[config.mk]
export PLATFORM = sky130hd
export DESIGN_NAME = cbu_branch_unit
export DESIGN_NICKNAME = d
export VERILOG_FILES = /design/src/verilog/cbu_pkg.sv /design/src/verilog/cbu_cond_eval.sv /design/src/verilog/cbu_target_adder.sv /design/src/verilog/cbu_branch_unit.sv
export SDC_FILE = /design/constraint.sdc
export NUM_CORES = 1
export LEC_CHECK = 0
export ABC_AREA = 1
export ABC_CLOCK_PERIOD_IN_PS = 4350
export BUFFER_PORTS_ARGS = -buffer_cell sky130_fd_sc_hd__buf_2
export CAP_MARGIN = 30
export CELL_PAD_IN_SITES_DETAIL_PLACEMENT = 0
export CELL_PAD_IN_SITES_GLOBAL_PLACEMENT = 1
export CORE_MARGIN = 4
export CORE_UTILIZATION = 37
export DETAILED_ROUTE_END_ITERATION = 12
export GPL_ROUTABILITY_DRIVEN = 0
export PLACE_DENSITY_LB_ADDON = 0.1
export SYNTH_ARGS = -nofsm -noshare
export SYNTH_HDL_FRONTEND = slang
export SYNTH_SLANG_ARGS = --single-unit
[constraint.sdc]
create_clock -name ref_clk -period 4.35 [get_ports ref_clk]
set_input_delay 0.6525 -clock ref_clk [delete_from_list [all_inputs] [get_ports ref_clk]]
set_output_delay 0.6525 -clock ref_clk [all_outputs]
set_load 0.05 [all_outputs]
[src/verilog/cbu_pkg.sv]
// Purpose: Shared constants for the conditional branch unit.
// Assumes: 8-bit opcodes, 8-bit signed offsets, 32-bit register bus.
// Notes:   Register offsets are byte addresses on the AXI4-Lite bus.

// ==========================================================================
// Package
package cbu_pkg;

  // Branch opcodes, one byte each.
  localparam logic [7:0] OPC_BRANCH_ALWAYS               = 8'h20;
  localparam logic [7:0] OPC_BRANCH_NEVER                = 8'h21;
  localparam logic [7:0] OPC_BRANCH_UNSIGNED_HIGHER      = 8'h22;
  localparam logic [7:0] OPC_BRANCH_UNSIGNED_LOWER_SAME  = 8'h23;
  localparam logic [7:0] OPC_BRANCH_UNSIGNED_HIGHER_SAME = 8'h24;
  localparam logic [7:0] OPC_BRANCH_CARRY_CLEAR          =
    OPC_BRANCH_UNSIGNED_HIGHER_SAME;
  localparam logic [7:0] OPC_BRANCH_UNSIGNED_LOWER       = 8'h25;
  localparam logic [7:0] OPC_BRANCH_NOT_EQUAL            = 8'h26;
  localparam logic [7:0] OPC_BRANCH_EQUAL                = 8'h27;
  localparam logic [7:0] OPC_BRANCH_OVF_CLEAR            = 8'h28;
  localparam logic [7:0] OPC_BRANCH_OVF_SET              = 8'h29;
  localparam logic [7:0] OPC_BRANCH_PLUS                 = 8'h2a;
  localparam logic [7:0] OPC_BRANCH_MINUS                = 8'h2b;
  localparam logic [7:0] OPC_BRANCH_SIGNED_GREATER_EQUAL = 8'h2c;
  localparam logic [7:0] OPC_BRANCH_SIGNED_LESS          = 8'h2d;
  localparam logic [7:0] OPC_BRANCH_SIGNED_GREATER       = 8'h2e;
  localparam logic [7:0] OPC_BRANCH_SIGNED_LESS_EQUAL    = 8'h2f;

  // Target is the branch address plus this step plus the offset.
  localparam logic [15:0] PC_STEP = 16'h0002;

  // Program fetch cycles for a taken and a fall-through branch.
  localparam logic [1:0] FETCH_TAKEN     = 2'h3;
  localparam logic [1:0] FETCH_NOT_TAKEN = 2'h1;

  // Flag positions inside the condition snapshot.
  localparam int FLAG_N = 3;
  localparam int FLAG_Z = 2;
  localparam int FLAG_V = 1;
  localparam int FLAG_C = 0;

  // Register byte offsets.
  localparam int         ADDR_W         = 8;
  localparam logic [7:0] ADDR_CTRL      = 8'h00;
  localparam logic [7:0] ADDR_STATUS    = 8'h04;
  localparam logic [7:0] ADDR_TAKEN_CNT = 8'h08;
  localparam logic [7:0] ADDR_FALL_CNT  = 8'h0c;
  localparam logic [7:0] ADDR_TARGET    = 8'h10;

  // Control and status fields.
  localparam int   CTRL_ENABLE_BIT   = 0;
  localparam int   CTRL_CLEAR_BIT    = 1;
  localparam logic CTRL_ENABLE_RESET = 1'b1;
  localparam int   STAT_BUSY_BIT     = 0;
  localparam int   STAT_TAKEN_BIT    = 1;
  localparam int   STAT_BAD_BIT      = 2;
  localparam int   STAT_OPC_LSB      = 8;
  localparam int   STAT_FLAGS_LSB    = 16;

  // Bus responses.
  localparam logic [1:0] RESP_OKAY   = 2'h0;
  localparam logic [1:0] RESP_DECERR = 2'h3;

  // Sequencer states.
  typedef enum logic [1:0] {
    ST_IDLE  = 2'b01,
    ST_FETCH = 2'b10
  } cbu_state_t;

endpackage

[src/verilog/cbu_cond_eval.sv]
// Purpose: Decodes a branch opcode and tests the condition flags.
// Assumes: Flags are those left by the previous flag-setting instruction.
// Notes:   Purely combinational; never writes any flag.

`timescale 1ns/1ps

// ==========================================================================
// Condition evaluator
module cbu_cond_eval (
  // Instruction and flags
  input  wire logic [7:0] opcode,
  input  wire logic [3:0] flags,
  // Decision
  output logic            isBranch,
  output logic            takeIt
);

  logic n;
  logic z;
  logic v;
  logic c;

  assign n = flags[cbu_pkg::FLAG_N];
  assign z = flags[cbu_pkg::FLAG_Z];
  assign v = flags[cbu_pkg::FLAG_V];
  assign c = flags[cbu_pkg::FLAG_C];

  // Each test is paired with its complement on the neighbouring opcode.
  always_comb
  begin
    isBranch = 1'b1;
    takeIt   = 1'b0;
    unique case (opcode)
      cbu_pkg::OPC_BRANCH_ALWAYS:               takeIt = 1'b1;
      cbu_pkg::OPC_BRANCH_NEVER:                takeIt = 1'b0;
      cbu_pkg::OPC_BRANCH_UNSIGNED_HIGHER:      takeIt = ~(c | z);
      cbu_pkg::OPC_BRANCH_UNSIGNED_LOWER_SAME:  takeIt = c | z;
      cbu_pkg::OPC_BRANCH_UNSIGNED_HIGHER_SAME: takeIt = ~c;
      cbu_pkg::OPC_BRANCH_UNSIGNED_LOWER:       takeIt = c;
      cbu_pkg::OPC_BRANCH_NOT_EQUAL:            takeIt = ~z;
      cbu_pkg::OPC_BRANCH_EQUAL:                takeIt = z;
      cbu_pkg::OPC_BRANCH_OVF_CLEAR:            takeIt = ~v;
      cbu_pkg::OPC_BRANCH_OVF_SET:              takeIt = v;
      cbu_pkg::OPC_BRANCH_PLUS:                 takeIt = ~n;
      cbu_pkg::OPC_BRANCH_MINUS:                takeIt = n;
      cbu_pkg::OPC_BRANCH_SIGNED_GREATER_EQUAL: takeIt = ~(n ^ v);
      cbu_pkg::OPC_BRANCH_SIGNED_LESS:          takeIt = n ^ v;
      cbu_pkg::OPC_BRANCH_SIGNED_GREATER:       takeIt = ~(z | (n ^ v));
      cbu_pkg::OPC_BRANCH_SIGNED_LESS_EQUAL:    takeIt = z | (n ^ v);
      default:                                  isBranch = 1'b0;
    endcase
  end

endmodule

[src/verilog/cbu_target_adder.sv]
// Purpose: Forms the branch target from address and signed byte offset.
// Assumes: The address is that of the branch opcode itself.
// Notes:   Wraps modulo the program counter width.

`timescale 1ns/1ps

// ==========================================================================
// Target adder
module cbu_target_adder #(
  parameter int PC_W = 16
) (
  // Operands
  input  wire logic [PC_W-1:0] branchPc,
  input  wire logic [7:0]      signedByteOffset,
  // Result
  output logic [PC_W-1:0]      target
);

  assign target = branchPc + PC_W'(cbu_pkg::PC_STEP)
                + {{(PC_W-8){signedByteOffset[7]}}, signedByteOffset};

endmodule

[src/verilog/cbu_branch_unit.sv]
// Purpose: Conditional branch unit with fetch sequencing and registers.
// Assumes: Issue inputs and flags are synchronous to ref_clk (40 MHz).
// Notes:   Registers sit on an AXI4-Lite slave; the unit never writes flags.
//
// Added by the designer: the AXI4-Lite interface to the registers and the address map.

`timescale 1ns/1ps

// ==========================================================================
module cbu_branch_unit #(
  parameter int PC_W  = 16,
  parameter int CNT_W = 32
) (
  // Clock and reset
  input  wire logic              ref_clk,
  input  wire logic              resetn,
  // Instruction issue
  input  wire logic              issueValid,
  output logic                   issueReady,
  input  wire logic [7:0]        issueOpcode,
  input  wire logic [7:0]        issueOffset,
  input  wire logic [PC_W-1:0]   issuePc,
  // Condition flags
  input  wire logic              flagNeg,
  input  wire logic              flagZero,
  input  wire logic              flagOvf,
  input  wire logic              flagCarry,
  // Program counter and fetch
  output logic                   pcLoad,
  output logic [PC_W-1:0]        pcTarget,
  output logic                   progFetch,
  // Result
  output logic                   branchDone,
  output logic                   branchTaken,
  output logic                   badOpcode,
  // AXI4-Lite slave
  input  wire logic [7:0]        s_axi_awaddr,
  input  wire logic              s_axi_awvalid,
  output logic                   s_axi_awready,
  input  wire logic [31:0]       s_axi_wdata,
  input  wire logic [3:0]        s_axi_wstrb,
  input  wire logic              s_axi_wvalid,
  output logic                   s_axi_wready,
  output logic [1:0]             s_axi_bresp,
  output logic                   s_axi_bvalid,
  input  wire logic              s_axi_bready,
  input  wire logic [7:0]        s_axi_araddr,
  input  wire logic              s_axi_arvalid,
  output logic                   s_axi_arready,
  output logic [31:0]            s_axi_rdata,
  output logic [1:0]             s_axi_rresp,
  output logic                   s_axi_rvalid,
  input  wire logic              s_axi_rready
);

  // ========================================================================
  // Parameter checks
  if (PC_W < 9 || PC_W > 32) begin : gBadPc
    $error("PC_W must lie between 9 and 32");
  end
  if (CNT_W < 1 || CNT_W > 32) begin : gBadCnt
    $error("CNT_W must lie between 1 and 32");
  end

  // ========================================================================
  // Reset synchroniser
  logic rstMeta_r;
  logic rstnSync;

  // Release is synchronised; assertion stays asynchronous.
  always_ff @(posedge ref_clk or negedge resetn)
  begin
    if (!resetn)
    begin
      rstMeta_r <= 1'b0;
      rstnSync  <= 1'b0;
    end
    else
    begin
      rstMeta_r <= 1'b1;
      rstnSync  <= rstMeta_r;
    end
  end

  // ========================================================================
  // Decode and target
  logic [3:0]      flagsIn;
  logic            isBranch;
  logic            takeIt;
  logic [PC_W-1:0] targetCalc;
  logic            issueAcc;

  assign flagsIn = {flagNeg, flagZero, flagOvf, flagCarry};

  cbu_cond_eval uEval (
    .opcode   (issueOpcode),
    .flags    (flagsIn),
    .isBranch (isBranch),
    .takeIt   (takeIt)
  );

  cbu_target_adder #(.PC_W(PC_W)) uAdder (
    .branchPc         (issuePc),
    .signedByteOffset (issueOffset),
    .target           (targetCalc)
  );

  // ========================================================================
  // Sequencer
  cbu_pkg::cbu_state_t state_r;
  cbu_pkg::cbu_state_t state_nxt;
  logic [1:0]          fetchCnt_r;
  logic [1:0]          fetchCnt_nxt;
  logic                taken_r;
  logic                taken_nxt;
  logic [PC_W-1:0]     target_r;
  logic [PC_W-1:0]     target_nxt;
  logic                pcLoad_r;
  logic                pcLoad_nxt;
  logic                bad_r;
  logic                bad_nxt;
  logic                lastBad_r;
  logic                lastBad_nxt;
  logic [7:0]          opc_r;
  logic [7:0]          opc_nxt;
  logic [3:0]          flagsSnap_r;
  logic [3:0]          flagsSnap_nxt;
  logic                ctrlEnable_r;

  // A new branch is taken only while idle, enabled and out of reset;
  // an accept during reset would be lost in the held registers.
  assign issueReady = (state_r == cbu_pkg::ST_IDLE) && ctrlEnable_r
                   && rstnSync;
  assign issueAcc   = issueValid && issueReady;
  assign progFetch  = (state_r == cbu_pkg::ST_FETCH);
  assign branchDone = progFetch && (fetchCnt_r == 2'h1);
  assign pcLoad     = pcLoad_r;
  assign pcTarget   = target_r;
  assign branchTaken = taken_r;
  assign badOpcode  = bad_r;

  // Next values of the sequencer; flags are only sampled, never driven.
  always_comb
  begin
    state_nxt     = state_r;
    fetchCnt_nxt  = fetchCnt_r;
    taken_nxt     = taken_r;
    target_nxt    = target_r;
    pcLoad_nxt    = 1'b0;
    bad_nxt       = 1'b0;
    lastBad_nxt   = lastBad_r;
    opc_nxt       = opc_r;
    flagsSnap_nxt = flagsSnap_r;
    unique case (state_r)
      cbu_pkg::ST_IDLE:
      begin
        if (issueAcc)
        begin
          opc_nxt       = issueOpcode;
          flagsSnap_nxt = flagsIn;
          lastBad_nxt   = !isBranch;
          if (!isBranch)
          begin
            // Unknown opcodes get no fetch and a one-cycle fault pulse.
            bad_nxt   = 1'b1;
            taken_nxt = 1'b0;
          end
          else
          begin
            taken_nxt    = takeIt;
            fetchCnt_nxt = takeIt ? cbu_pkg::FETCH_TAKEN
                                  : cbu_pkg::FETCH_NOT_TAKEN;
            pcLoad_nxt   = takeIt;
            target_nxt   = takeIt ? targetCalc : target_r;
            state_nxt    = cbu_pkg::ST_FETCH;
          end
        end
      end
      cbu_pkg::ST_FETCH:
      begin
        fetchCnt_nxt = fetchCnt_r - 2'h1;
        if (fetchCnt_r == 2'h1)
        begin
          state_nxt = cbu_pkg::ST_IDLE;
        end
      end
      default:
      begin
        state_nxt = cbu_pkg::ST_IDLE;
      end
    endcase
  end

  // Sequencer registers.
  always_ff @(posedge ref_clk or negedge rstnSync)
  begin
    if (!rstnSync)
    begin
      state_r     <= cbu_pkg::ST_IDLE;
      fetchCnt_r  <= 2'h0;
      taken_r     <= 1'b0;
      target_r    <= '0;
      pcLoad_r    <= 1'b0;
      bad_r       <= 1'b0;
      lastBad_r   <= 1'b0;
      opc_r       <= 8'h00;
      flagsSnap_r <= 4'h0;
    end
    else
    begin
      state_r     <= state_nxt;
      fetchCnt_r  <= fetchCnt_nxt;
      taken_r     <= taken_nxt;
      target_r    <= target_nxt;
      pcLoad_r    <= pcLoad_nxt;
      bad_r       <= bad_nxt;
      lastBad_r   <= lastBad_nxt;
      opc_r       <= opc_nxt;
      flagsSnap_r <= flagsSnap_nxt;
    end
  end

  // ========================================================================
  // Register bus
  logic             ctrlEnable_nxt;
  logic [CNT_W-1:0] takenCnt_r;
  logic [CNT_W-1:0] takenCnt_nxt;
  logic [CNT_W-1:0] fallCnt_r;
  logic [CNT_W-1:0] fallCnt_nxt;
  logic             bvalid_r;
  logic             bvalid_nxt;
  logic [1:0]       bresp_r;
  logic [1:0]       bresp_nxt;
  logic             rvalid_r;
  logic             rvalid_nxt;
  logic [1:0]       rresp_r;
  logic [1:0]       rresp_nxt;
  logic [31:0]      rdata_r;
  logic [31:0]      rdata_nxt;
  logic             wrAcc;
  logic             rdAcc;
  logic             ctrlWr;
  logic [31:0]      statusWord;

  // Decodes a byte address into the register map.
  function automatic logic isMapped(input logic [7:0] a);
    return (a == cbu_pkg::ADDR_CTRL) || (a == cbu_pkg::ADDR_STATUS)
        || (a == cbu_pkg::ADDR_TAKEN_CNT) || (a == cbu_pkg::ADDR_FALL_CNT)
        || (a == cbu_pkg::ADDR_TARGET);
  endfunction

  // Address and data are taken together, which the bus allows either way.
  assign s_axi_awready = s_axi_awvalid && s_axi_wvalid && !bvalid_r;
  assign s_axi_wready  = s_axi_awready;
  assign s_axi_arready = !rvalid_r;
  assign wrAcc  = s_axi_awready;
  assign rdAcc  = s_axi_arvalid && s_axi_arready;
  assign ctrlWr = wrAcc && s_axi_wstrb[0]
               && (s_axi_awaddr == cbu_pkg::ADDR_CTRL);
  assign s_axi_bvalid = bvalid_r;
  assign s_axi_bresp  = bresp_r;
  assign s_axi_rvalid = rvalid_r;
  assign s_axi_rresp  = rresp_r;
  assign s_axi_rdata  = rdata_r;

  // Status word shows the last decision and the sampled flags.
  always_comb
  begin
    statusWord = 32'h0000_0000;
    statusWord[cbu_pkg::STAT_BUSY_BIT]  = progFetch;
    statusWord[cbu_pkg::STAT_TAKEN_BIT] = taken_r;
    statusWord[cbu_pkg::STAT_BAD_BIT]   = lastBad_r;
    statusWord[cbu_pkg::STAT_OPC_LSB +: 8]   = opc_r;
    statusWord[cbu_pkg::STAT_FLAGS_LSB +: 4] = flagsSnap_r;
  end

  // Next values of the bus side; an increment in a clear cycle survives.
  always_comb
  begin
    ctrlEnable_nxt = ctrlEnable_r;
    takenCnt_nxt   = takenCnt_r;
    fallCnt_nxt    = fallCnt_r;
    bvalid_nxt     = bvalid_r && !s_axi_bready;
    bresp_nxt      = bresp_r;
    rvalid_nxt     = rvalid_r && !s_axi_rready;
    rresp_nxt      = rresp_r;
    rdata_nxt      = rdata_r;
    if (ctrlWr)
    begin
      ctrlEnable_nxt = s_axi_wdata[cbu_pkg::CTRL_ENABLE_BIT];
      if (s_axi_wdata[cbu_pkg::CTRL_CLEAR_BIT])
      begin
        takenCnt_nxt = '0;
        fallCnt_nxt  = '0;
      end
    end
    if (issueAcc && isBranch && takeIt)
    begin
      takenCnt_nxt = takenCnt_nxt + CNT_W'(1);
    end
    if (issueAcc && isBranch && !takeIt)
    begin
      fallCnt_nxt = fallCnt_nxt + CNT_W'(1);
    end
    if (wrAcc)
    begin
      bvalid_nxt = 1'b1;
      bresp_nxt  = isMapped(s_axi_awaddr) ? cbu_pkg::RESP_OKAY
                                          : cbu_pkg::RESP_DECERR;
    end
    if (rdAcc)
    begin
      rvalid_nxt = 1'b1;
      rresp_nxt  = isMapped(s_axi_araddr) ? cbu_pkg::RESP_OKAY
                                          : cbu_pkg::RESP_DECERR;
      unique case (s_axi_araddr)
        cbu_pkg::ADDR_CTRL:      rdata_nxt = {31'h0, ctrlEnable_r};
        cbu_pkg::ADDR_STATUS:    rdata_nxt = statusWord;
        cbu_pkg::ADDR_TAKEN_CNT: rdata_nxt = 32'(takenCnt_r);
        cbu_pkg::ADDR_FALL_CNT:  rdata_nxt = 32'(fallCnt_r);
        cbu_pkg::ADDR_TARGET:    rdata_nxt = 32'(target_r);
        default:                 rdata_nxt = 32'h0000_0000;
      endcase
    end
  end

  // Bus-side registers.
  always_ff @(posedge ref_clk or negedge rstnSync)
  begin
    if (!rstnSync)
    begin
      ctrlEnable_r <= cbu_pkg::CTRL_ENABLE_RESET;
      takenCnt_r   <= '0;
      fallCnt_r    <= '0;
      bvalid_r     <= 1'b0;
      bresp_r      <= cbu_pkg::RESP_OKAY;
      rvalid_r     <= 1'b0;
      rresp_r      <= cbu_pkg::RESP_OKAY;
      rdata_r      <= 32'h0000_0000;
    end
    else
    begin
      ctrlEnable_r <= ctrlEnable_nxt;
      takenCnt_r   <= takenCnt_nxt;
      fallCnt_r    <= fallCnt_nxt;
      bvalid_r     <= bvalid_nxt;
      bresp_r      <= bresp_nxt;
      rvalid_r     <= rvalid_nxt;
      rresp_r      <= rresp_nxt;
      rdata_r      <= rdata_nxt;
    end
  end

  // ========================================================================
  // Checks on decisions and fetch timing
  AST_HIGHER_DECIDE:
    assert property (@(posedge ref_clk) disable iff (!rstnSync)
      issueAcc && issueOpcode == cbu_pkg::OPC_BRANCH_UNSIGNED_HIGHER
      |=> branchTaken == !($past(flagCarry) || $past(flagZero)))
    else $error("higher branch decision wrong");

  AST_TARGET_LOAD:
    assert property (@(posedge ref_clk) disable iff (!rstnSync)
      issueAcc && isBranch && takeIt
      |=> pcLoad && pcTarget == $past(issuePc) + PC_W'(cbu_pkg::PC_STEP)
          + PC_W'($signed($past(issueOffset))))
    else $error("branch target or load wrong");

  AST_CARRY_CLEAR:
    assert property (@(posedge ref_clk) disable iff (!rstnSync)
      issueAcc && issueOpcode == cbu_pkg::OPC_BRANCH_CARRY_CLEAR
      |=> branchTaken == !$past(flagCarry))
    else $error("higher-or-same decision wrong");

  AST_CARRY_SET:
    assert property (@(posedge ref_clk) disable iff (!rstnSync)
      issueAcc && issueOpcode == cbu_pkg::OPC_BRANCH_UNSIGNED_LOWER
      |=> branchTaken == $past(flagCarry))
    else $error("lower decision wrong");

  AST_TAKEN_FETCH:
    assert property (@(posedge ref_clk) disable iff (!rstnSync)
      issueAcc && isBranch && takeIt
      |=> progFetch [*3] ##1 !progFetch)
    else $error("taken branch fetch count not three");

  AST_FALL_FETCH:
    assert property (@(posedge ref_clk) disable iff (!rstnSync)
      issueAcc && isBranch && !takeIt
      |=> (progFetch && branchDone && !pcLoad) ##1 !progFetch)
    else $error("fall-through fetch count not one");

  AST_SIGNED_GREATER:
    assert property (@(posedge ref_clk) disable iff (!rstnSync)
      issueAcc && issueOpcode == cbu_pkg::OPC_BRANCH_SIGNED_GREATER
      |=> branchTaken == !($past(flagZero)
          || ($past(flagNeg) ^ $past(flagOvf))))
    else $error("signed greater decision wrong");

  AST_SIGNED_LESS_EQUAL:
    assert property (@(posedge ref_clk) disable iff (!rstnSync)
      issueAcc && issueOpcode == cbu_pkg::OPC_BRANCH_SIGNED_LESS_EQUAL
      |=> branchTaken == ($past(flagZero)
          || ($past(flagNeg) ^ $past(flagOvf))))
    else $error("signed less-or-equal decision wrong");

  AST_SIGNED_ORDER:
    assert property (@(posedge ref_clk) disable iff (!rstnSync)
      issueAcc && (issueOpcode == cbu_pkg::OPC_BRANCH_SIGNED_LESS
        || issueOpcode == cbu_pkg::OPC_BRANCH_SIGNED_GREATER_EQUAL)
      |=> branchTaken == (($past(flagNeg) ^ $past(flagOvf))
          == (opc_r == cbu_pkg::OPC_BRANCH_SIGNED_LESS)))
    else $error("signed order decision wrong");

  AST_NOT_HIGHER:
    assert property (@(posedge ref_clk) disable iff (!rstnSync)
      issueAcc && issueOpcode == cbu_pkg::OPC_BRANCH_UNSIGNED_HIGHER
      && (flagCarry || flagZero) |=> !pcLoad ##1 !progFetch)
    else $error("higher branch taken when not greater");

  AST_FLAGS_KEPT:
    assert property (@(posedge ref_clk) disable iff (!rstnSync)
      progFetch && !branchDone |=> $stable(flagsSnap_r))
    else $error("flag snapshot changed during a branch");

endmodule

==> results.py, run 1 <==
metrics = {
    "detailed_routing": {
        "via_per_inst": 4.81,
        "routed_wl_um": 26500,
        "routed-wl-met2_um": 12800,
        "antenna_left": 0,
        "first_pass_iters": 5,
        "highest_layer": "met4",
        "remaining_drc_errors": 0,
        "wl_per_cell_um": 15.9,
        "drt-met1-wl_um": 12600,
        "drtIter0Drc": 521,
        "via_count": 8026,
        "met3_length_um": 807,
    },
    "synthesis": {
        "synthArstFlopShare_pct": 100,
        "ys_top_cells_by_count": "nand2_1, dfrtp_1, nor2_1",
        "yosysTopAreaCellShare_pct": 39.0,
        "post-synth-top-count-cell": "nand2_1",
        "postSynthCellCount": 1218,
        "yosysSeqAreaShare_pct": 39.6,
        "syn_nets": 1347,
        "syn-mean-instance-area_um2": 7.22,
        "netlist.top_cell.by_area": "dfrtp_1",
        "synth-edff-count": 0,
        "synth-warning-count": 0,
        "synth_area_um2": 8790,
        "synth_cell_types": 42,
        "ys.flop_type": "dfrtp_1",
        "synth_area_leaders": "dfrtp_1, nand2_1, nand3_1, nor2_1, inv_1",
        "ys_ff_latch": 139,
    },
    "layout": {
        "nNetsFinal": 1466,
        "num-fill-cells": 2527,
        "seqCellArea_um2": 3480,
        "area_delta_synth_final_pct": 16.8,
        "design_area_um2": 10300,
        "final_layout_size_suffix_gt1_share_pct": 15.9,
        "stdcell_count": 1669,
        "antennaDiodeCount": 0,
        "multi_input_area_um2": 4650,
    },
    "placed_design": {
        "pre_cts_slack_ps": 1390,
        "dp_hpwl_um": 20400,
        "dpl_cell_area_um2": 9710,
        "dp_cells": 1636,
        "portBuffers": 125,
    },
    "global_routing": {
        "grt_pass1_wl_um": 42900,
        "antenna_found_initial": 0,
        "grt_pass1_vias": 7939,
        "track_usage_pct": 20.7,
        "grt_overflow": 0,
        "grt_max_degree": 138,
    },
    "sta": {
        "post-route-period-util_pct": 62.3,
        "worst_pin_slew_ps": 847,
        "slew_headroom_pct": 43.6,
        "setup_violations": 0,
        "rsz0062_at_grt": "no",
        "setup_tns_ps": 0,
        "hold_viol": 0,
        "min_period_ps": 2710,
        "fin_ws_ps": 1640,
        "final_max_slew_viol_count": 0,
        "fmax_mhz": 369,
        "fin_skew_ps": 11.8,
    },
    "setup_path": {
        "crit_family": "simple AND/OR/NAND/NOR gates",
        "path_cells": "nand2_1 -> nor2_1 -> nand2_1 -> buf_4 -> nor2_1 -> nand2_2 -> nor2_1 -> nand2_1 -> nand2_1 -> nand2_1",
        "cp_slowest_cell": "dfstp_2",
        "crit_buf_inv": 1,
        "worst_path_most_repeated_cell": "nand2_1",
        "cpPeakStageDelay_ps": 620,
        "crit_arrival_ps": 3030,
        "path_class": "reg -> reg",
        "end_kind": "flop",
        "cp.required_ps": 4670,
        "start_kind": "flop",
        "worst-path-max-fanout": 29,
    },
    "hold_path": {
        "min_path_type": "reg -> reg",
    },
    "cts": {
        "clock_latency_ps": 430,
        "clockRootBuffer": "clkbuf_16",
        "cts.sinks": 139,
        "clockBufferDepth": 2,
        "cts-htree-levels": 4,
        "postCtsSetupRepairBufs": 0,
        "cts.clk_slew.worst_paths_ps": 70,
        "cts_buffers": 17,
        "cts_tree": "built",
    },
    "pwr": {
        "p_comb_share_pct": 11.6,
        "p_leak_uw": 0.00530,
        "clkPwrFrac_pct": 45.0,
        "power_density_nw_per_um2": 298,
        "p_switching_uw": 885,
        "vdd_drop_max_uv": 167,
        "p_int_uw": 2180,
        "switching_share_pct": 28.9,
        "seqPwrFrac_pct": 43.4,
    },
    "floorplan": {
        "core_area_um2": 23400,
        "initial_core_util_pct": 37.6,
        "dieArea_um2": 26300,
        "pin_count": 159,
        "die_y_um": 162,
        "fp.dieW_um": 162,
        "rows": 56,
    },
    "job": {
        "cap_violations": 0,
    },
    "status": {
        "status": "completed",
    },
}
logic make-up after synthesis:
family	Yosys count	share of synthesized area, %
compound gates	120	8.01
xor+xnor	44	4.38
fa+ha+maj	33	4.78
buf+inv	159	7.60
flops	139	39.6
mux	1	0.114
other cells	1	0.0427
simple gates	721	35.5
layout by cell type (no fill, tap or decap), types with 23 or more instances in the layout:
cell type  netlist  layout
ha_1            32      32
inv_1          114     114
nor2_1         131     131
a21oi_1         23      23
dfrtp_1        137     136
nand2_1        418     417
o21ai_0         57      57
buf_2           12     125
nand3_1        105     105
xor2_1          25      25
power by group through the flow:
stage,clock network [uW],logic [uW],registers [uW]
floorplan,0,206,1400
global placement,0,362,1350
detailed placement,0,361,1350
CTS,1400,364,1330
global route,1470,404,1330
finish,1380,357,1330
worst reg2reg max path, cell delays in order, from the launching register on:
cell and delay (ps):
dfstp_2 620, nand2_1 90, nor2_1 190, nand2_1 70, buf_4 220, nor2_1 350, nand2_2 370, nor2_1 470
nand2_1 90, nand2_1 80, nand2_1 50
per-stage QoR:
| stage | total power (uW) | util (%) | hold slack [ps] |
|---|---|---|---|
| detailed placement | 1720 | 41.5 | 348 |
| finish | 3060 | 43.9 | 357 |
| CTS | 3100 | 43.9 | 362 |
| global route | 3210 | 43.9 | 381 |
| global placement | 1720 | 41.5 | 335 |
| floorplan | 1600 | - | 331 |
routing by layer:
metal,track usage (%),vias up
met4,4.65,0
met3,2.79,18
met2,34.8,133
met5,0,-
met1,28.4,3749
li1,-,4126
final timing paths:
check / start / end / slack, ps / cells past startpoint
worst min-delay path: rstMeta_r / rstnSync / 360 / 0
min in group asynchronous: rstnSync / fallCnt_r[28] / 430 / 1
worst max register to register: ctrlEnable_r / takenCnt_r[24] / 1640 / 10
max in group asynchronous: rstnSync / pcTarget[1] / 3240 / 1
worst max-delay path: ctrlEnable_r / takenCnt_r[24] / 1640 / 10
worst min register to register: rstMeta_r / rstnSync / 360 / 0
registers in the layout (all words and copies together) (netlist names):
register / count
fallCnt_r: 32
s_axi_rdata: 32
takenCnt_r: 32
pcTarget: 16
opc_r: 8
flagsSnap_r: 4
fetchCnt_r: 2
state_r: 2
badOpcode: 1
branchTaken: 1
ctrlEnable_r: 1
lastBad_r: 1
pcLoad: 1
rstMeta_r: 1
rstnSync: 1
s_axi_bresp: 1
s_axi_bvalid: 1
s_axi_rresp: 1
s_axi_rvalid: 1
cell type report:
| type | count | area share (%) |
|---|---|---|
| clock buffers | 18 | 4.28 |
| clock inverters | 14 | 1.10 |
| inverters | 124 | 4.53 |
| multi-input cells | 920 | 45.3 |
| flip-flops and latches | 139 | 33.9 |
| well taps | 319 | 3.89 |
| repair buffers | 135 | 6.97 |
repair_timing:
action / in CTS / in global routing
endpoints found under the hold margin: 2 / 0
hold buffers: 1 / 0
resized for setup: 0 / 0
endpoints found under the setup margin: 0 / 0
Note: power is estimated with default switching activity, not from simulation.
==> inputs of run 2 (changes only) <==
--- a/config.mk
+++ b/config.mk
@@ -6,13 +6,13 @@
 export NUM_CORES = 1
 export LEC_CHECK = 0
 export ABC_AREA = 1
-export ABC_CLOCK_PERIOD_IN_PS = 4350
+export ABC_CLOCK_PERIOD_IN_PS = 2700
 export BUFFER_PORTS_ARGS = -buffer_cell sky130_fd_sc_hd__buf_2
 export CAP_MARGIN = 30
 export CELL_PAD_IN_SITES_DETAIL_PLACEMENT = 0
 export CELL_PAD_IN_SITES_GLOBAL_PLACEMENT = 1
 export CORE_MARGIN = 4
-export CORE_UTILIZATION = 37
+export CORE_UTILIZATION = 41
 export DETAILED_ROUTE_END_ITERATION = 12
 export GPL_ROUTABILITY_DRIVEN = 0
 export PLACE_DENSITY_LB_ADDON = 0.1
==> constraint.sdc (replaced) <==
create_clock -name ref_clk -period 2.7 [get_ports ref_clk]
set_input_delay 0.405 -clock ref_clk [delete_from_list [all_inputs] [get_ports ref_clk]]
set_output_delay 0.405 -clock ref_clk [all_outputs]
set_load 0.05 [all_outputs]
==> run 2 against run 1 <==
Net effect: sequential share of layout area decreased by 0.54 points; cell count down 2.0%; largest cell class unchanged; power is 70% higher; count of clock-buffer cells in the layout rose by 2; critical path type unchanged; sequential power up 61%.
==> results.py, run 2 (same netlist as run 1, synthesis figures left out) <==
metrics = {
    "status": {
        "status": "completed",
    },
    "sta": {
        "hold_ws_ps": 145,
        "setup_tns_ps": 0,
        "final_max_slew_viol_count": 0,
        "post-route-period-util_pct": 82.8,
        "rsz0062_at_grt": "no",
        "fin_skew_ps": 7.53,
        "hold_viol": 0,
        "min_period_ps": 2240,
        "fmax_mhz": 447,
        "setup_violations": 0,
        "slew_headroom_pct": 47.8,
        "worst_pin_slew_ps": 782,
    },
    "placed_design": {
        "dp_cells": 1602,
        "portBuffers": 125,
        "dp_hpwl_um": 19800,
    },
    "setup_path": {
        "reg2reg_slack_ps": 460,
        "crit_buf_inv": 2,
        "path_class": "reg -> reg",
        "cpPeakStageDelay_ps": 360,
        "worst-path-max-fanout": 8,
        "reg2reg_depth": 14,
        "crit_family": "simple AND/OR/NAND/NOR gates",
        "start_kind": "flop",
        "worst_path_most_repeated_cell": "nand2_1",
        "cp.required_ps": 3030,
        "end_kind": "flop",
        "cp_slowest_cell": "dfrtp_2",
        "crit_arrival_ps": 2560,
        "rr_startpoint": "s_axi_bvalid",
        "rr_endpoint": "fallCnt_r[28]",
        "path_cells": "inv_2 -> nand3_2 -> nor2_1 -> nand3_4 -> nand2_1 -> inv_1 -> ha_1 -> nand4_1 -> nor2_1 -> nand3_1 -> nor2_8 -> nand2_1 -> nand2_1 -> nand2_1",
    },
    "layout": {
        "final_layout_size_suffix_gt1_share_pct": 17.0,
        "area_delta_synth_final_pct": 18.7,
        "final_cell_mix": "nand2_1, dfrtp_1, nor2_1, buf_2, inv_1",
        "final_core_util_pct": 49.5,
        "stdcell_count": 1635,
        "final_common_cell": "nand2_1",
        "nNetsFinal": 1476,
        "antennaDiodeCount": 0,
    },
    "floorplan": {
        "dieArea_um2": 23800,
        "rows": 53,
        "initial_core_util_pct": 41.7,
        "fp.dieW_um": 154,
        "die_y_um": 154,
        "pin_count": 159,
        "core_area_um2": 21100,
    },
    "global_routing": {
        "antenna_found_initial": 1,
        "grt_pass1_wl_um": 41800,
        "grt_pass1_vias": 8088,
        "grt_overflow": 0,
        "grt_max_degree": 138,
        "track_usage_pct": 22.0,
    },
    "pwr": {
        "vdd_drop_max_uv": 397,
        "p_leak_uw": 0.00541,
        "power_density_nw_per_um2": 498,
    },
    "cts": {
        "clock_latency_ps": 430,
        "cts.sinks": 139,
        "cts.clk_slew.worst_paths_ps": 60,
        "cts_tree": "built",
        "cts_buffers": 17,
        "postCtsSetupRepairBufs": 0,
        "clockRootBuffer": "clkbuf_16",
        "clockBufferDepth": 2,
        "cts-htree-levels": 4,
    },
    "hold_path": {
        "min_path_type": "in -> reg",
        "min_path_cells": 2,
        "worstHoldEndpoint": "s_axi_bvalid",
        "hold_start": "s_axi_bready",
    },
    "detailed_routing": {
        "wl_per_cell_um": 15.6,
        "antenna_left": 0,
        "drtIter0Drc": 483,
        "via_count": 8132,
        "via_per_inst": 4.97,
        "remaining_drc_errors": 0,
        "routed_wl_um": 25400,
        "first_pass_iters": 5,
    },
    "job": {
        "cap_violations": 0,
    },
}
run 2: what timing repair did:
| item | 4_1_cts | 5_1_grt |
|---|---|---|
| hold buffers | 1 | 0 |
| hold endpoints to repair | 2 | 0 |
| gates resized for setup | 0 | 0 |
run 2: power breakdown:
part           total [uW]  internal, uW  switching (uW)
clock network        2470          1510             962
logic                 581           185             396
registers            2140          2120            25.1
total                5200          3810            1380
run 2: layer usage:
| metal | vias up | global-route usage, % | part of all wire [%] |
|---|---|---|---|
| met5 | - | 0 | 0.028 |
| met3 | 40 | 3.69 | 4.0 |
| met4 | 2 | 7.19 | 2.1 |
| met1 | 3783 | 29.6 | 46 |
| met2 | 153 | 36.1 | 48 |
| li1 | 4154 | - | - |
run 2: per-stage QoR:
step / total power [uW] / area, um2 / setup WS (ps)
5_1_grt: 5410 / 10400 / 218
4_1_cts: 5260 / 10400 / 420
3_5_place_dp: 2770 / 9810 / 146
3_3_place_gp: 2770 / 9810 / 162
2_1_floorplan: 2590 / 8850 / -29.3
6_report: 5200 / 10400 / 464
run 2: area by class of cell:
| type | instances | area (um2) |
|---|---|---|
| clock buffers | 20 | 457 |
| clock inverters | 12 | 163 |
| fillers | 2224 | 10700 |
| inverters | 124 | 465 |
| multi-input cells | 920 | 4690 |
| flip-flops and latches | 139 | 3490 |
| well taps | 275 | 344 |
| repair buffers | 145 | 828 |
run 2: how the worst max path moves through the flow:
stage                     cells after the start       endpoint           start  slack [ps]
after detailed placement                     12   pcTarget[15]  issueOffset[1]         150
after CTS                                    14  fallCnt_r[28]    s_axi_bvalid         420
final                                        14  fallCnt_r[28]    s_axi_bvalid         460
after floorplan                              10  fallCnt_r[31]        rstnSync         -30
after global placement                       12   pcTarget[15]  issueOffset[1]         160
after global routing                         14  fallCnt_r[28]    s_axi_bvalid         220
run 2: worst reg2reg max path, delay by kind of cell, from the launching register on:
family / cells / cell delay (ps)
AND/OR/NAND/NOR: 11 / 1510
buffers and inverters: 2 / 110
adder cells (fa/ha/maj): 1 / 150
flip-flops: 1 / 360
==> inputs of run 3 (changes only) <==
--- a/config.mk
+++ b/config.mk
@@ -6,13 +6,13 @@
 export NUM_CORES = 1
 export LEC_CHECK = 0
 export ABC_AREA = 1
-export ABC_CLOCK_PERIOD_IN_PS = 2700
+export ABC_CLOCK_PERIOD_IN_PS = 1850
 export BUFFER_PORTS_ARGS = -buffer_cell sky130_fd_sc_hd__buf_2
 export CAP_MARGIN = 30
 export CELL_PAD_IN_SITES_DETAIL_PLACEMENT = 0
 export CELL_PAD_IN_SITES_GLOBAL_PLACEMENT = 1
 export CORE_MARGIN = 4
-export CORE_UTILIZATION = 41
+export CORE_UTILIZATION = 37
 export DETAILED_ROUTE_END_ITERATION = 12
 export GPL_ROUTABILITY_DRIVEN = 0
 export PLACE_DENSITY_LB_ADDON = 0.1
==> constraint.sdc (replaced) <==
create_clock -name ref_clk -period 1.85 [get_ports ref_clk]
set_input_delay 0.2775 -clock ref_clk [delete_from_list [all_inputs] [get_ports ref_clk]]
set_output_delay 0.2775 -clock ref_clk [all_outputs]
set_load 0.05 [all_outputs]
==> run 3 against run 2 <==
Net effect: the run now ends with negative setup slack left; critical endpoint is now takenCnt_r[20]; worst setup slack worse by 650 ps; via count is 8.7% higher; design area is 22% higher; clock skew is 7.2 ps higher; fmax is 9.8% higher; sequential power is 46% higher; die area is 10% higher; first-iteration DRC count is 10% higher; routed wire length is 14% higher; global-route usage is 0.16 points higher; non-clock buffer count is 178 higher.
==> results.py, run 3 (same netlist as run 1, synthesis figures left out) <==
metrics = {
    "sta": {
        "min_period_ps": 2040,
        "post-route-period-util_pct": 110,
        "final_max_slew_viol_count": 0,
        "slew_headroom_pct": 48.1,
        "setup_violations": 63,
        "rsz0062_at_grt": "yes",
        "fmax_mhz": 491,
        "hold_ws_ps": 47.0,
        "fin_ws_ps": -186,
        "hold_viol": 0,
        "worst_pin_slew_ps": 778,
        "setup_tns_ps": -5800,
        "fin_skew_ps": 14.8,
    },
    "layout": {
        "final_common_cell": "nand2_1",
        "num-fill-cells": 2299,
        "antennaDiodeCount": 0,
        "final_cell_mix": "nand2_1, buf_4, dfrtp_1, buf_2, inv_1",
        "area_delta_synth_final_pct": 45.2,
        "final_layout_size_suffix_gt1_share_pct": 35.8,
        "nNetsFinal": 1654,
        "final_core_util_pct": 54.5,
    },
    "cts": {
        "clock_latency_ps": 430,
        "cts_tree": "built",
        "cts-htree-levels": 4,
        "cts_buffers": 17,
        "cts.clk_slew.worst_paths_ps": 70,
        "cts.sinks": 139,
        "clockRootBuffer": "clkbuf_16",
        "clockBufferDepth": 2,
    },
    "pwr": {
        "p_leak_uw": 0.00657,
        "power_density_nw_per_um2": 610,
        "vdd_drop_max_uv": 470,
    },
    "setup_path": {
        "path_cells": "inv_2 -> nand3_4 -> nor2_4 -> nand3_4 -> buf_6 -> buf_4 -> buf_6 -> nand3_1 -> nor2_2 -> nand2_2 -> buf_4 -> nor2_2 -> nand2_1 -> nand2_1",
        "end_kind": "flop",
        "rr_startpoint": "s_axi_bvalid",
        "crit_start": "s_axi_bvalid",
        "path_class": "reg -> reg",
        "cp.required_ps": 2180,
        "reg2reg_depth": 14,
        "crit_arrival_ps": 2360,
        "start_kind": "flop",
        "reg2reg_slack_ps": -190,
        "worst-path-max-fanout": 7,
        "cp_slowest_cell": "dfrtp_2",
        "cpPeakStageDelay_ps": 410,
    },
    "global_routing": {
        "grt_pass1_vias": 8729,
        "track_usage_pct": 22.1,
        "grt_max_degree": 138,
        "grt_overflow": 0,
        "antenna_found_initial": 1,
        "grt_pass1_wl_um": 45800,
    },
    "detailed_routing": {
        "remaining_drc_errors": 0,
        "wl_per_cell_um": 15.6,
        "routed-wl-met2_um": 14100,
        "first_pass_iters": 5,
        "drt-met1-wl_um": 12800,
        "drtIter0Drc": 533,
        "routed_wl_um": 29000,
        "via_count": 8837,
        "highest_layer": "met5",
        "met3_length_um": 1120,
        "via_per_inst": 4.76,
        "antenna_left": 0,
    },
    "floorplan": {
        "pin_count": 159,
        "rows": 56,
        "die_y_um": 162,
        "dieArea_um2": 26300,
        "core_area_um2": 23400,
        "fp.dieW_um": 162,
        "initial_core_util_pct": 37.6,
    },
    "status": {
        "failed_checks": "negative setup slack",
        "status": "finished, violations left",
    },
    "placed_design": {
        "portBuffers": 125,
        "dp_hpwl_um": 21800,
    },
    "hold_path": {
        "min_path_cells": 2,
        "hold_start": "s_axi_rready",
        "min_path_type": "in -> reg",
    },
    "job": {
        "cap_violations": 0,
    },
}
[run 3: area by class of cell]
class | count | area (um2) | share of cell area, %
Sequential cell | 139 | 3490 | 27.3
Clock inverter | 12 | 165 | 1.29
Timing Repair Buffer | 323 | 2400 | 18.8
Tap cell | 319 | 399 | 3.13
Clock buffer | 20 | 437 | 3.42
Inverter | 124 | 472 | 3.70
Multi-Input combinational cell | 920 | 5400 | 42.3
[run 3: per-stage QoR]
| stage | instances | setup slack, ps | instance area (um2) | total power [uW] |
|---|---|---|---|---|
| 4_1_cts | 1847 | -193 | 12200 | 7800 |
| 3_5_place_dp | 1797 | -514 | 11000 | 4210 |
| 6_report | 1857 | -186 | 12800 | 7780 |
| 3_3_place_gp | 1797 | -471 | 11000 | 4200 |
| 5_1_grt | 1857 | -316 | 12800 | 8100 |
| 2_1_floorplan | 1218 | -878 | 8890 | 3780 |
[run 3: worst paths after layout]
kind / end
min in group asynchronous: rstnSync
max in group asynchronous: s_axi_rvalid
min reg2reg: rstnSync
max reg2reg: takenCnt_r[20]
max: takenCnt_r[20]
min: s_axi_rvalid
[run 3: critical path, delay by kind of cell (launching register included)]
family                 cells  cell delay, ps
buffers and inverters      5             680
flip-flops                 1             410
AND/OR/NAND/NOR            9             830
[run 3: where the power goes]
group | total [uW] | internal, uW | switching [uW]
sequential | 3120 | 3090 | 34.3
clock | 3580 | 2140 | 1440
combinational | 1080 | 430 | 645
[run 3: metal layers]
metal  vias up  GRT usage (%)
met5         -              0
met4         2           8.34
met3        62           4.16
met2       189           37.1
met1      4068           28.5
li1       4516              -
[run 3: what timing repair did]
item,in CTS,in global routing
endpoints found under the setup margin,67,80
hold endpoints to repair,3,0
cloned,2,2
buffers inserted,15,13
pin swaps,24,42
hold buffers,2,0
resized for setup,105,117
